[config.mk]
export PLATFORM = sky130hd
export DESIGN_NAME = pin_function_and_reset_straps
export DESIGN_NICKNAME = d
export VERILOG_FILES = /design/src/rtl/pin_straps_pkg.sv /design/src/rtl/pin_function_and_reset_straps.sv /design/src/rtl/pin_input_sync.sv
export VERILOG_INCLUDE_DIRS = /design/src /design/src/rtl
export SDC_FILE = /design/constraint.sdc
export NUM_CORES = 1
export LEC_CHECK = 0
export BUFFER_PORTS_ARGS = -buffer_cell sky130_fd_sc_hd__buf_2
export CAP_MARGIN = 30
export CORE_ASPECT_RATIO = 0.9
export CORE_MARGIN = 10
export CORE_UTILIZATION = 48
export DETAILED_ROUTE_END_ITERATION = 7
export GPL_ROUTABILITY_DRIVEN = 0
export PLACE_DENSITY = 0.9
export SYNTH_ARGS = -nofsm -noshare
export SYNTH_HDL_FRONTEND = slang
export SYNTH_SLANG_ARGS = --single-unit
[constraint.sdc]
create_clock -name SYS_CLK_I -period 9.6 [get_ports SYS_CLK_I]
set_clock_uncertainty 0.15 [all_clocks]
set_input_delay 0.96 -clock SYS_CLK_I [delete_from_list [all_inputs] [get_ports SYS_CLK_I]]
set_output_delay 0.96 -clock SYS_CLK_I [all_outputs]
set_load 0.02 [all_outputs]
[src/rtl/pin_straps_defines.svh]
// Constants for pin function multiplexing and reset strap sampling
// Functional notes
// [RULE1] In reset, tri-state pins float and two-way pins are inputs.
// [RULE2] A pin's pull is on only while the pin is an input.
// [RULE3] Pull-downs on D[31:15] and D[3:0] only in parallel I/O mode.
// [RULE4] Port select strap taken at reset: 0 external memory, 1 parallel I/O.
// [RULE5] Twenty-bit tri-statable address bus, zero right after reset.
// [RULE6] D14 is data in memory mode, port ready output in I/O mode.
// [RULE7] D13 is data in memory mode, command/data select input in I/O mode.
// [RULE8] D12 is data in memory mode, error input in I/O mode.
// [RULE9] D[11:4] carry memory data, or the I/O port byte lane.
// [RULE10] Chip select and strobes: outputs in memory mode, host inputs in I/O mode.
// [RULE11] Front pair pin picks host protocol at reset, then outputs port B data.
// [RULE12] Surround pin gives address bit 0 at reset, then outputs port C data.
// [RULE13] Center/sub pin gives address bit 1 at reset, then outputs port D data.
// [RULE14] Port G / S/PDIF pin sets host clock polarity at reset, then outputs.
// [RULE15] Input group sync and clock: outputs as master, inputs as slave and after reset.
// [RULE16] Output group sync and clock: outputs as master, inputs as slave and after reset.
// [RULE17] Master clock pin is output or input; input after reset.
// [RULE18] Serial inputs A, E, F and S/PDIF receive are input-only pins.
// [RULE19] Board pulls front pair pin low for two-wire, else it reads SPI.
// [RULE20] Slave address bits 5,4,1,0 from straps; bits 6,3,2 always zero.
// [RULE21] Host clock polarity is 1 when its strap pin is high, else 0.
// [RULE22] Straps taken once after reset release and held until next reset.
`ifndef PIN_STRAPS_DEFINES_SVH
`define PIN_STRAPS_DEFINES_SVH

`define ADDR_W              20
`define DATA_W              32
`define TWA_W               7
`define STRAP_SETTLE_CYCLES 2'h3
`define TWA_BIT_SI          5
`define TWA_BIT_SS          4
`define TWA_BIT_CENTER      1
`define TWA_BIT_SURROUND    0
`define D_PULL_MASK         32'hFFFF_800F
`define D_READY_BIT         14
`define D_CMD_BIT           13
`define D_ERR_BIT           12
`define D_PP_LSB            4
`define D_PP_MSB            11
`define PORT_MODE_MEM       1'h0
`define PORT_MODE_IO        1'h1
`define PROTO_TWOWIRE       1'h0
`define PROTO_SPI           1'h1
`define SYNC_W              51

`endif

[src/rtl/pin_straps_pkg.sv]
// Types shared by the pin multiplexer
package pin_straps_pkg;

    typedef enum logic [1:0] {
        ST_RESET_HOLD,
        ST_SETTLE,
        ST_RUN
    } strap_state_e;

endpackage : pin_straps_pkg

[src/rtl/pin_function_and_reset_straps.sv]
// Pin function multiplexing, direction and pull control, reset strap capture
`timescale 1ns/1ps
`include "pin_straps_defines.svh"
module pin_function_and_reset_straps
    import pin_straps_pkg::*;
(
    input  wire logic                 SYS_CLK_I,
    input  wire logic                 RESET_I,
    // Strap-only pins outside this block
    input  wire logic                 PORT_SEL_STRAP_I,
    input  wire logic                 HOST_SI_PAD_I,
    input  wire logic                 HOST_SS_PAD_I,
    // Strap results
    output logic                      STRAPS_VALID_O,
    output logic                      IO_MODE_O,
    output logic                      HOST_PROTOCOL_SELECT_O,
    output logic                      HOST_CLOCK_POLARITY_O,
    output logic [`TWA_W-1:0]         TWOWIRE_SLAVE_ADDR_O,
    // Core side, external memory master
    input  wire logic [`ADDR_W-1:0]   MEM_ADDR_I,
    input  wire logic                 MEM_ADDR_EN_I,
    input  wire logic [`DATA_W-1:0]   MEM_DATA_OUT_I,
    input  wire logic                 MEM_DATA_OE_I,
    output logic [`DATA_W-1:0]        MEM_DATA_O,
    input  wire logic                 MEM_CS_I,
    input  wire logic                 MEM_RD_I,
    input  wire logic                 MEM_WR_I,
    // Core side, parallel I/O slave
    input  wire logic [7:0]           IO_PORT_DATA_OUT_I,
    input  wire logic                 IO_PORT_DATA_OE_I,
    output logic [7:0]                IO_PORT_DATA_O,
    input  wire logic                 PORT_READY_I,
    output logic                      CMD_DATA_SELECT_O,
    output logic                      PORT_ERROR_O,
    output logic                      HOST_CS_O,
    output logic                      HOST_RD_O,
    output logic                      HOST_WR_O,
    // Parallel port pads
    output logic [`ADDR_W-1:0]        PAD_A_O,
    output logic                      PAD_A_OE_O,
    input  wire logic [`DATA_W-1:0]   PAD_D_I,
    output logic [`DATA_W-1:0]        PAD_D_O,
    output logic [`DATA_W-1:0]        PAD_D_OE_O,
    output logic [`DATA_W-1:0]        PAD_D_PD_O,
    input  wire logic [2:0]           PAD_STB_I,
    output logic [2:0]                PAD_STB_O,
    output logic [2:0]                PAD_STB_OE_O,
    output logic [2:0]                PAD_STB_PU_O,
    // Core side, serial audio
    input  wire logic                 SER_IN_MASTER_I,
    input  wire logic                 SER_OUT_MASTER_I,
    input  wire logic                 MCLK_OUT_EN_I,
    input  wire logic                 IN_WORD_SYNC_OUT_I,
    input  wire logic                 IN_BIT_CLOCK_OUT_I,
    input  wire logic                 OUT_WORD_SYNC_OUT_I,
    input  wire logic                 OUT_BIT_CLOCK_OUT_I,
    input  wire logic                 OUT_MASTER_CLOCK_OUT_I,
    input  wire logic                 FRONT_DATA_I,
    input  wire logic                 SURROUND_DATA_I,
    input  wire logic                 CENTER_SUB_DATA_I,
    input  wire logic                 G_OR_SPDIF_DATA_I,
    output logic                      IN_WORD_SYNC_O,
    output logic                      IN_BIT_CLOCK_O,
    output logic                      OUT_WORD_SYNC_O,
    output logic                      OUT_BIT_CLOCK_O,
    output logic                      OUT_MASTER_CLOCK_O,
    output logic                      SERIAL_IN_A_O,
    output logic                      SERIAL_IN_E_O,
    output logic                      SERIAL_IN_F_O,
    output logic                      SPDIF_RX_O,
    // Serial audio pads
    input  wire logic                 PAD_SERIAL_IN_A_I,
    input  wire logic                 PAD_SERIAL_IN_E_I,
    input  wire logic                 PAD_SERIAL_IN_F_I,
    input  wire logic                 PAD_SPDIF_RX_IN_I,
    input  wire logic [1:0]           PAD_IN_SYNC_CLK_I,
    output logic [1:0]                PAD_IN_SYNC_CLK_O,
    output logic [1:0]                PAD_IN_SYNC_CLK_OE_O,
    output logic [1:0]                PAD_IN_SYNC_CLK_PD_O,
    input  wire logic [1:0]           PAD_OUT_SYNC_CLK_I,
    output logic [1:0]                PAD_OUT_SYNC_CLK_O,
    output logic [1:0]                PAD_OUT_SYNC_CLK_OE_O,
    output logic [1:0]                PAD_OUT_SYNC_CLK_PD_O,
    input  wire logic                 PAD_MCLK_I,
    output logic                      PAD_MCLK_O,
    output logic                      PAD_MCLK_OE_O,
    input  wire logic [3:0]           PAD_SER_OUT_I,
    output logic [3:0]                PAD_SER_OUT_O,
    output logic [3:0]                PAD_SER_OUT_OE_O,
    output logic [2:0]                PAD_SER_OUT_PU_O
);

    // Synchronised pad inputs
    logic [`SYNC_W-1:0] pad_async;
    logic [`SYNC_W-1:0] pad_sync;

    assign pad_async = {PORT_SEL_STRAP_I, HOST_SI_PAD_I, HOST_SS_PAD_I, PAD_SER_OUT_I,
                        PAD_SERIAL_IN_A_I, PAD_SERIAL_IN_E_I, PAD_SERIAL_IN_F_I,
                        PAD_SPDIF_RX_IN_I, PAD_IN_SYNC_CLK_I, PAD_OUT_SYNC_CLK_I,
                        PAD_MCLK_I, PAD_STB_I, PAD_D_I};

    pin_input_sync #(
        .WIDTH   (`SYNC_W)
    ) u_sync (
        .clk_i   (SYS_CLK_I),
        .rst_i   (RESET_I),
        .async_i (pad_async),
        .sync_o  (pad_sync)
    );

    logic             port_sel_s;
    logic             si_s;
    logic             ss_s;
    logic [3:0]       ser_out_s;

    assign port_sel_s = pad_sync[50];
    assign si_s       = pad_sync[49];
    assign ss_s       = pad_sync[48];
    assign ser_out_s  = pad_sync[47:44];

    // Pin inputs only pass through the synchroniser toward the core
    assign SERIAL_IN_A_O      = pad_sync[43];                  // [RULE18]
    assign SERIAL_IN_E_O      = pad_sync[42];                  // [RULE18]
    assign SERIAL_IN_F_O      = pad_sync[41];                  // [RULE18]
    assign SPDIF_RX_O         = pad_sync[40];                  // [RULE18]
    assign IN_WORD_SYNC_O     = pad_sync[39];
    assign IN_BIT_CLOCK_O     = pad_sync[38];
    assign OUT_WORD_SYNC_O    = pad_sync[37];
    assign OUT_BIT_CLOCK_O    = pad_sync[36];
    assign OUT_MASTER_CLOCK_O = pad_sync[35];
    assign HOST_CS_O          = pad_sync[34];                  // [RULE10]
    assign HOST_RD_O          = pad_sync[33];                  // [RULE10]
    assign HOST_WR_O          = pad_sync[32];                  // [RULE10]
    assign MEM_DATA_O         = pad_sync[31:0];                // [RULE9]
    assign IO_PORT_DATA_O     = pad_sync[`D_PP_MSB:`D_PP_LSB]; // [RULE9]
    assign CMD_DATA_SELECT_O  = pad_sync[`D_CMD_BIT];          // [RULE7]
    assign PORT_ERROR_O       = pad_sync[`D_ERR_BIT];          // [RULE8]

    // Strap capture sequencer
    strap_state_e state_r;
    strap_state_e state_nxt;
    logic [1:0]   settle_r;
    logic [1:0]   settle_nxt;
    logic         capture;
    logic         run;
    logic         mem_mode;
    logic         io_mode;

    // Sampling waits for the synchroniser to fill after release, so a reset
    // strap is never read from the flops' reset constant
    always_comb begin
        state_nxt  = state_r;
        settle_nxt = settle_r;
        case (state_r)
            ST_RESET_HOLD: begin
                state_nxt  = ST_SETTLE;
                settle_nxt = 2'h0;
            end
            ST_SETTLE: begin
                settle_nxt = settle_r + 2'h1;
                if (settle_r == `STRAP_SETTLE_CYCLES) begin
                    state_nxt = ST_RUN;
                end
            end
            ST_RUN: begin
                state_nxt = ST_RUN;
            end
            default: begin
                state_nxt = ST_RESET_HOLD;
            end
        endcase
    end

    assign capture  = (state_r == ST_SETTLE) && (settle_r == `STRAP_SETTLE_CYCLES);
    assign run      = (state_r == ST_RUN);
    assign io_mode  = IO_MODE_O == `PORT_MODE_IO;
    assign mem_mode = run && !io_mode;

    always_ff @(posedge SYS_CLK_I or posedge RESET_I) begin
        if (RESET_I) begin
            state_r  <= ST_RESET_HOLD;
            settle_r <= 2'h0;
        end else begin
            state_r  <= state_nxt;
            settle_r <= settle_nxt;
        end
    end

    // Strap registers: loaded once, then frozen until the next reset
    logic [`TWA_W-1:0] twa_nxt;

    always_comb begin
        twa_nxt                    = '0;                       // [RULE20]
        twa_nxt[`TWA_BIT_SI]       = si_s;                     // [RULE20]
        twa_nxt[`TWA_BIT_SS]       = ss_s;                     // [RULE20]
        twa_nxt[`TWA_BIT_CENTER]   = ser_out_s[1];             // [RULE13]
        twa_nxt[`TWA_BIT_SURROUND] = ser_out_s[2];             // [RULE12]
    end

    always_ff @(posedge SYS_CLK_I or posedge RESET_I) begin
        if (RESET_I) begin
            STRAPS_VALID_O         <= 1'h0;
            IO_MODE_O              <= `PORT_MODE_MEM;
            HOST_PROTOCOL_SELECT_O <= `PROTO_SPI;
            HOST_CLOCK_POLARITY_O  <= 1'h0;
            TWOWIRE_SLAVE_ADDR_O   <= '0;
        end else if (capture) begin                            // [RULE22]
            STRAPS_VALID_O         <= 1'h1;
            IO_MODE_O              <= port_sel_s;              // [RULE4]
            HOST_PROTOCOL_SELECT_O <= ser_out_s[3];            // [RULE11]
            HOST_CLOCK_POLARITY_O  <= ser_out_s[0];            // [RULE14] [RULE21]
            TWOWIRE_SLAVE_ADDR_O   <= twa_nxt;
        end
    end

    // Data bus: one slice per bit picks memory or I/O function
    logic [`DATA_W-1:0] d_o_nxt;
    logic [`DATA_W-1:0] d_oe_nxt;
    logic [`DATA_W-1:0] d_pd_nxt;

    genvar gi;
    generate
        for (gi = 0; gi < `DATA_W; gi++) begin : g_dbit
            localparam bit IS_READY = (gi == `D_READY_BIT);
            localparam bit IS_PP    = (gi >= `D_PP_LSB) && (gi <= `D_PP_MSB);
            localparam bit HAS_PULL = 1'((`D_PULL_MASK >> gi) & 32'h0000_0001);
            // Clamped so bits outside the byte lane never form a negative index
            localparam int PP_IDX   = IS_PP ? (gi - `D_PP_LSB) : 0;
            wire io_oe = IS_READY ? 1'b1 : (IS_PP ? IO_PORT_DATA_OE_I : 1'b0);
            wire io_o  = IS_READY ? PORT_READY_I :
                         (IS_PP ? IO_PORT_DATA_OUT_I[PP_IDX] : 1'b0);
            assign d_oe_nxt[gi] = mem_mode ? MEM_DATA_OE_I : (run && io_oe); // [RULE6] [RULE9]
            assign d_o_nxt[gi]  = mem_mode ? MEM_DATA_OUT_I[gi] : io_o;      // [RULE6] [RULE9]
            assign d_pd_nxt[gi] = HAS_PULL && run && io_mode && !d_oe_nxt[gi]; // [RULE3]
        end
    endgenerate

    // Strobes are outputs only as memory master; pull-ups fill the gaps
    logic [2:0] stb_oe_nxt;
    assign stb_oe_nxt = mem_mode ? 3'h7 : 3'h0;                // [RULE10]

    // Serial direction controls; everything stays an input until the straps are in
    logic [1:0] in_grp_oe_nxt;
    logic [1:0] out_grp_oe_nxt;
    logic       mclk_oe_nxt;
    logic [3:0] ser_oe_nxt;

    assign in_grp_oe_nxt  = {2{run && SER_IN_MASTER_I}};       // [RULE15]
    assign out_grp_oe_nxt = {2{run && SER_OUT_MASTER_I}};      // [RULE16]
    assign mclk_oe_nxt    = run && MCLK_OUT_EN_I;              // [RULE17]
    assign ser_oe_nxt     = {4{run}};                          // [RULE11] [RULE12] [RULE13]

    // Every pad control is registered; reset leaves all drivers off
    always_ff @(posedge SYS_CLK_I or posedge RESET_I) begin
        if (RESET_I) begin
            PAD_A_O    <= '0;                                  // [RULE5]
            PAD_A_OE_O <= 1'h0;                                // [RULE1]
            PAD_D_O    <= '0;
            PAD_D_OE_O <= '0;                                  // [RULE1]
            PAD_D_PD_O <= '0;
        end else begin
            PAD_A_O    <= mem_mode ? MEM_ADDR_I : '0;          // [RULE5]
            PAD_A_OE_O <= mem_mode && MEM_ADDR_EN_I;           // [RULE5]
            PAD_D_O    <= d_o_nxt;
            PAD_D_OE_O <= d_oe_nxt;
            PAD_D_PD_O <= d_pd_nxt;                            // [RULE2]
        end
    end

    always_ff @(posedge SYS_CLK_I or posedge RESET_I) begin
        if (RESET_I) begin
            PAD_STB_O    <= 3'h7;
            PAD_STB_OE_O <= 3'h0;                              // [RULE1]
            PAD_STB_PU_O <= 3'h7;
        end else begin
            PAD_STB_O    <= {MEM_CS_I, MEM_RD_I, MEM_WR_I};
            PAD_STB_OE_O <= stb_oe_nxt;
            PAD_STB_PU_O <= ~stb_oe_nxt;                       // [RULE2]
        end
    end

    always_ff @(posedge SYS_CLK_I or posedge RESET_I) begin
        if (RESET_I) begin
            PAD_IN_SYNC_CLK_O     <= 2'h0;
            PAD_IN_SYNC_CLK_OE_O  <= 2'h0;                     // [RULE1] [RULE15]
            PAD_IN_SYNC_CLK_PD_O  <= 2'h3;
            PAD_OUT_SYNC_CLK_O    <= 2'h0;
            PAD_OUT_SYNC_CLK_OE_O <= 2'h0;                     // [RULE1] [RULE16]
            PAD_OUT_SYNC_CLK_PD_O <= 2'h3;
            PAD_MCLK_O            <= 1'h0;
            PAD_MCLK_OE_O         <= 1'h0;                     // [RULE17]
        end else begin
            PAD_IN_SYNC_CLK_O     <= {IN_WORD_SYNC_OUT_I, IN_BIT_CLOCK_OUT_I};
            PAD_IN_SYNC_CLK_OE_O  <= in_grp_oe_nxt;
            PAD_IN_SYNC_CLK_PD_O  <= ~in_grp_oe_nxt;           // [RULE2]
            PAD_OUT_SYNC_CLK_O    <= {OUT_WORD_SYNC_OUT_I, OUT_BIT_CLOCK_OUT_I};
            PAD_OUT_SYNC_CLK_OE_O <= out_grp_oe_nxt;
            PAD_OUT_SYNC_CLK_PD_O <= ~out_grp_oe_nxt;          // [RULE2]
            PAD_MCLK_O            <= OUT_MASTER_CLOCK_OUT_I;
            PAD_MCLK_OE_O         <= mclk_oe_nxt;
        end
    end

    // Serial data outputs double as straps, so they float while sampling
    always_ff @(posedge SYS_CLK_I or posedge RESET_I) begin
        if (RESET_I) begin
            PAD_SER_OUT_O    <= 4'h0;
            PAD_SER_OUT_OE_O <= 4'h0;
            PAD_SER_OUT_PU_O <= 3'h7;
        end else begin
            PAD_SER_OUT_O    <= {FRONT_DATA_I, SURROUND_DATA_I, CENTER_SUB_DATA_I,
                                 G_OR_SPDIF_DATA_I};
            PAD_SER_OUT_OE_O <= ser_oe_nxt;                    // [RULE14]
            PAD_SER_OUT_PU_O <= ~ser_oe_nxt[3:1];              // [RULE2] [RULE19]
        end
    end

    // Checks
    reset_float_a: assert property (@(posedge SYS_CLK_I) // [RULE1]
        RESET_I |-> (PAD_D_OE_O == '0) && !PAD_A_OE_O && (PAD_STB_OE_O == 3'h0))
        else $error("Pad driven during reset");

    pull_excl_a: assert property (@(posedge SYS_CLK_I) disable iff (RESET_I) // [RULE2]
        ((PAD_D_PD_O & PAD_D_OE_O) == '0) && ((PAD_STB_PU_O & PAD_STB_OE_O) == 3'h0)
        && ((PAD_IN_SYNC_CLK_PD_O & PAD_IN_SYNC_CLK_OE_O) == 2'h0))
        else $error("Pull active on a driving pad");

    d_pull_mode_a: assert property (@(posedge SYS_CLK_I) disable iff (RESET_I) // [RULE3]
        ((PAD_D_PD_O & ~`D_PULL_MASK) == '0) && (IO_MODE_O || (PAD_D_PD_O == '0)))
        else $error("Data pull-down outside parallel I/O mode");

    mode_capture_a: assert property (@(posedge SYS_CLK_I) disable iff (RESET_I) // [RULE4]
        $rose(STRAPS_VALID_O) |-> (IO_MODE_O == $past(port_sel_s))
        && (HOST_CLOCK_POLARITY_O == $past(ser_out_s[0])))
        else $error("Strap value not captured");

    ready_drive_a: assert property (@(posedge SYS_CLK_I) disable iff (RESET_I) // [RULE6]
        run && io_mode |=> PAD_D_OE_O[`D_READY_BIT]
        && (PAD_D_O[`D_READY_BIT] == $past(PORT_READY_I)))
        else $error("Ready output not driven in I/O mode");

    io_in_bits_a: assert property (@(posedge SYS_CLK_I) disable iff (RESET_I) // [RULE7]
        run && io_mode |=> !PAD_D_OE_O[`D_CMD_BIT] && !PAD_D_OE_O[`D_ERR_BIT])
        else $error("Host input bit driven in I/O mode");

    strobe_dir_a: assert property (@(posedge SYS_CLK_I) disable iff (RESET_I) // [RULE10]
        run |=> (PAD_STB_OE_O == ($past(io_mode) ? 3'h0 : 3'h7)))
        else $error("Strobe direction wrong for mode");

    addr_zero_a: assert property (@(posedge SYS_CLK_I) disable iff (RESET_I) // [RULE20]
        !TWOWIRE_SLAVE_ADDR_O[6] && !TWOWIRE_SLAVE_ADDR_O[3] && !TWOWIRE_SLAVE_ADDR_O[2])
        else $error("Fixed slave address bit set");

    strap_hold_a: assert property (@(posedge SYS_CLK_I) disable iff (RESET_I) // [RULE22]
        STRAPS_VALID_O |=> STRAPS_VALID_O && $stable(TWOWIRE_SLAVE_ADDR_O)
        && $stable(IO_MODE_O) && $stable(HOST_PROTOCOL_SELECT_O))
        else $error("Strap changed after capture");

    slave_group_a: assert property (@(posedge SYS_CLK_I) disable iff (RESET_I) // [RULE15]
        !SER_IN_MASTER_I |=> (PAD_IN_SYNC_CLK_OE_O == 2'h0) && (PAD_IN_SYNC_CLK_PD_O == 2'h3))
        else $error("Input group driven as slave");

endmodule : pin_function_and_reset_straps

[src/rtl/pin_input_sync.sv]
// Two-flop synchroniser for a vector of pin inputs
`timescale 1ns/1ps
module pin_input_sync #(
    parameter int WIDTH = 8
) (
    input  wire logic             clk_i,
    input  wire logic             rst_i,
    input  wire logic [WIDTH-1:0] async_i,
    output logic      [WIDTH-1:0] sync_o
);

    logic [WIDTH-1:0] meta_r;
    logic [WIDTH-1:0] sync_r;

    genvar gi;
    generate
        for (gi = 0; gi < WIDTH; gi++) begin : g_bit
            always_ff @(posedge clk_i or posedge rst_i) begin
                if (rst_i) begin
                    meta_r[gi] <= 1'h0;
                    sync_r[gi] <= 1'h0;
                end else begin
                    meta_r[gi] <= async_i[gi];
                    sync_r[gi] <= meta_r[gi];
                end
            end
        end
    endgenerate

    assign sync_o = sync_r;

endmodule : pin_input_sync

==> results <==
- The clock latency on the worst-skew pair is 0.41 ns.
- In the final routed layout, each cell accounts on average for 19.5 um.
- The count of buffering cells on the critical path with inverters included is 1.
- The post-route netlist has 59.1% of its cells at a drive strength greater than 1.
- The net count reported at finish is 786.
- The share of total power in the clock network is 41.1%.
- Along the worst hold path, the cell count comes to 0.
- The final-report max-slew violation count is 0.
- The number of inserted filler cells in the final layout is 993.
- The count of cells in the finished layout, fillers not included, comes to 832.
- Cell internal power was estimated by the tool at 1.35 mW.
- Buffers placed on the I/O ports in this run total 333.
- After legalization and detailed placement, the total HPWL measured 13000 um.
- The run finished with clean final reports.
- The worst hold path belongs to the class reg -> reg.
- Summing the areas of all compound-gate instances in the mapped netlist gives 0.136% of the synthesized area.
- The average instance area after synthesis is 15.9 um^2.
- The synthesized design spends more area on one cell type than any other, namely dfrtp_1.
- Subtracting the final worst setup slack from the clock period gives 2.38 ns.
- The number of post-CTS setup repair buffers is 0.
- Grouping stages by cell kind, the critical path spends the most delay in flip-flops.
- Counting tap cells, the placed design contains a total of 798 instances.
- The arrival time at the worst endpoint is 1.27 ns.
- The largest family of logic cells by synthesized area is buffers and inverters.
- STA classifies the critical path endpoint as an output pin.
- The maximum root-to-sink buffer count is 2.
- Setup violations remaining at the end of the flow were counted as 0.
- The final critical-path share of the clock period is 24.8%.
- The vias per cell is 4.26.
- The worst path setup slack after routing is 7.22 ns.
- The endpoint of the worst register-to-register path is PAD_D_O[8].
- Pin placement for this block handled 348 I/O pins.
- Of the post-synthesis cell area, the part taken by muxes is 3.99%.
- After detailed placement, the total cell area comes to 7460 um^2.
- Timing would allow up to 421 MHz.
- STA classifies the critical path startpoint as a flop.
- The final standard cell area without fillers is 8110 um^2.
- TritonCTS built the clock tree.
- The wire length of the first global-routing pass is 23200 um.
- The analysis attributes to net switching a power of 0.415 mW.
- The cell area that synthesis handed to floorplanning was 6420 um^2.
- The footprint of the flip-flops and latches is 4810 um^2.
- Across the run, the number of max-cap violations was 0.
- The arithmetic-cell share of the synthesized area counting full adders, half adders and majority gates is 0.779%.
- Summing the areas of all xor and xnor instances in the mapped netlist gives 0% of the synthesized area.
- The number of hold-repair buffers added at the cts stage is 0.
- After detailed routing, the number of remaining DRC violations is 0.
- The number of global-route vias before repair is 3958.
- Sequential cells account for 49.0% of the total power.
- Summed over all failing endpoints, the final setup total negative slack is 0 ns.
- In the final layout, the multi-input gates occupy 721 um^2.
- Timing analysis after detailed placement gives a worst setup slack of 6.77 ns.
- The number of antenna violations at the first check in global routing was 1.
- The synthesized design contains 192 register bits.
- Traced cell by cell, the critical path runs through buf_2.
- The pin count of the biggest net entering global routing is 111.
- The simple-gate area share of the yosys netlist is 5.49%.
- The maximum fanout encountered on the critical timing path is 23.
- Across the VDD grid, the largest voltage drop is 146 uV.
- In this run the number of cells on the critical path is 1.
- For the worst setup path, the data required time is 8.49 ns.
- The number of placement rows is 40.
- The die is 142 um wide.
- The delay contributed by the slowest stage of the critical path is 0.60 ns.
- Among all stages on the critical path, the largest delay is contributed by dfrtp_1.
- In this run the remaining antenna-violating nets after routing total 0.
- The origin of the critical flop-to-flop path is state_r[0].
- The overall overflow remaining after global route is 0.
- Per report_power, the combinational group accounts for 9.9% of the total.
- The number of iterations in the first detailed-routing pass is 4.
- The aggregate routed wire length is 16200 um.
- For this run, the register share of the synthesized area comes to 75.0%.
- In this run the standard cell core region covers 13200 um^2.
- The commonest non-fill, non-tap cell in the layout is buf_2.
- Buffers inserted during clock tree synthesis total 17.
- The worst-margin pin slew is 1.01 ns.
- The floorplan step defined a die boundary enclosing 18400 um^2.
- In this run, distinct cell masters in the synthesized netlist total 19.
- The worst-case hold slack is 0.191 ns.
- The y dimension of the die is 130 um.
- Overall power consumption after layout is estimated at 1.77 mW.
- Ranked by total cell area, the synthesized netlist is headed by dfrtp_1 (72%), buf_4 (14%), and2_1 (4.6%), dfstp_2 (3.3%), mux2_4 (2.1%).
- In this run the static leakage power is 4.36 nW.
- Yosys printed 0 warnings.
- From synthesis to final layout, the design area changed by 26.3%.
- The launch point of the critical path is PAD_D_OE_O[13].
- The worst slew margin relative to its limit is 32.4%.
- In the layout the commonest cells are buf_2 (333), dfrtp_1 (184), and2_1 (47), clkbuf_16 (17), conb_1 (14).
- The clock-pin slew reported for the worst setup and hold paths after clock tree synthesis is 0.07 ns.
- Setup repair after global routing left no endpoint under its margin.
- The area fraction of the dominant cell type after synthesis is 71.7%.
- The type of the worst setup path is reg -> out.
- Of the total power, the share spent switching nets is 23.5%.
- The hold violation total from the final report came to 0.
- For this block, the initial DRC count from the detailed router was 141.
- The depth of the most critical reg-to-reg path is 5.
- Clock tree synthesis selected as its root buffer the cell clkbuf_16.
- After technology mapping, the gate count stands at 404.
- CTS saw 192 sinks.
- The quantity of gates resized following cts is 0.
- Following the worst setup path forward leads to its endpoint at PAD_D_OE_O[27].
- Once the floorplan was initialized, standard cells occupied 48.6% of the core.
- Summing over every cut layer, the via total after detailed routing is 3542.
- The total track usage is 17.1%.
- In this run the register-to-register setup slack is 7.25 ns.
- The maximum level of the CTS H-tree is 4.
- For this design the ratio of total power to cell area is 218 nW/um^2.
- The core occupancy in the finished layout is 61.4%.
[layout make-up]
cell class	instances	area share (%)
multi-input combinational	97	8.89
tap	168	2.59
sequential	192	59.4
clock inverter	11	2.19
inverter	7	0.509
timing repair buffer	335	21.0
clock buffer	21	5.43
antenna	1	0.0309
[flip-flops by register name, indices dropped and copies added (netlist names), 2 cells and up]
register	flops
PAD_A_O	20
PAD_D_O	32
PAD_D_OE_O	3
PAD_IN_SYNC_CLK_O	2
PAD_OUT_SYNC_CLK_O	2
PAD_SER_OUT_O	4
PAD_STB_O	3
TWOWIRE_SLAVE_ADDR_O	4
settle_r	2
state_r	2
u_sync.meta_r	51
u_sync.sync_o	51
[Yosys cell counts]
cell type  number
dfrtp_1       184
nor2b_4         1
ha_1            4
mux2i_1         2
inv_8           1
dfstp_2         8
nand2b_1        3
buf_2           1
clkbuf_2        3
mux2_2          9
conb_1          1
a22o_1          1
buf_6           1
nor2_1          4
mux2_4          9
and2_1         47
inv_1           6
nand2_1         3
buf_4         116
[power groups by stage]
stage,sequential [mW],combinational [mW],clock [mW]
final,0.865,0.176,0.726
after global routing,0.869,0.189,0.775
after CTS,0.866,0.178,0.743
after detailed placement,0.880,0.178,0
after global placement,0.877,0.174,0
after floorplan,0.907,0.0985,0
[per-layer routing]
layer / routed length [um] / track usage (%) / vias to the layer above
met5: 0 / 0 / -
met2: 8740 / 30.0 / 205
li1: - / - / 1608
met1: 5360 / 16.7 / 1717
met4: 136 / 5.41 / 0
met3: 1970 / 9.81 / 12
[worst min-delay path by stage]
stage	to	start
after floorplan	u_sync.sync_o[0]	u_sync.meta_r[0]
after global placement	u_sync.sync_o[24]	u_sync.meta_r[24]
after detailed placement	u_sync.sync_o[46]	u_sync.meta_r[46]
after CTS	u_sync.sync_o[38]	u_sync.meta_r[38]
after global routing	u_sync.sync_o[30]	u_sync.meta_r[30]
final	u_sync.sync_o[40]	u_sync.meta_r[40]
[logic make-up after synthesis]
| group | after synthesis |
|---|---|
| simple gates | 58 |
| other cells | 1 |
| buf+inv | 128 |
| compound gates | 1 |
| fa+ha+maj | 4 |
| flops | 192 |
| mux | 20 |
No activity file was read; power rests on OpenSTA's default activity.
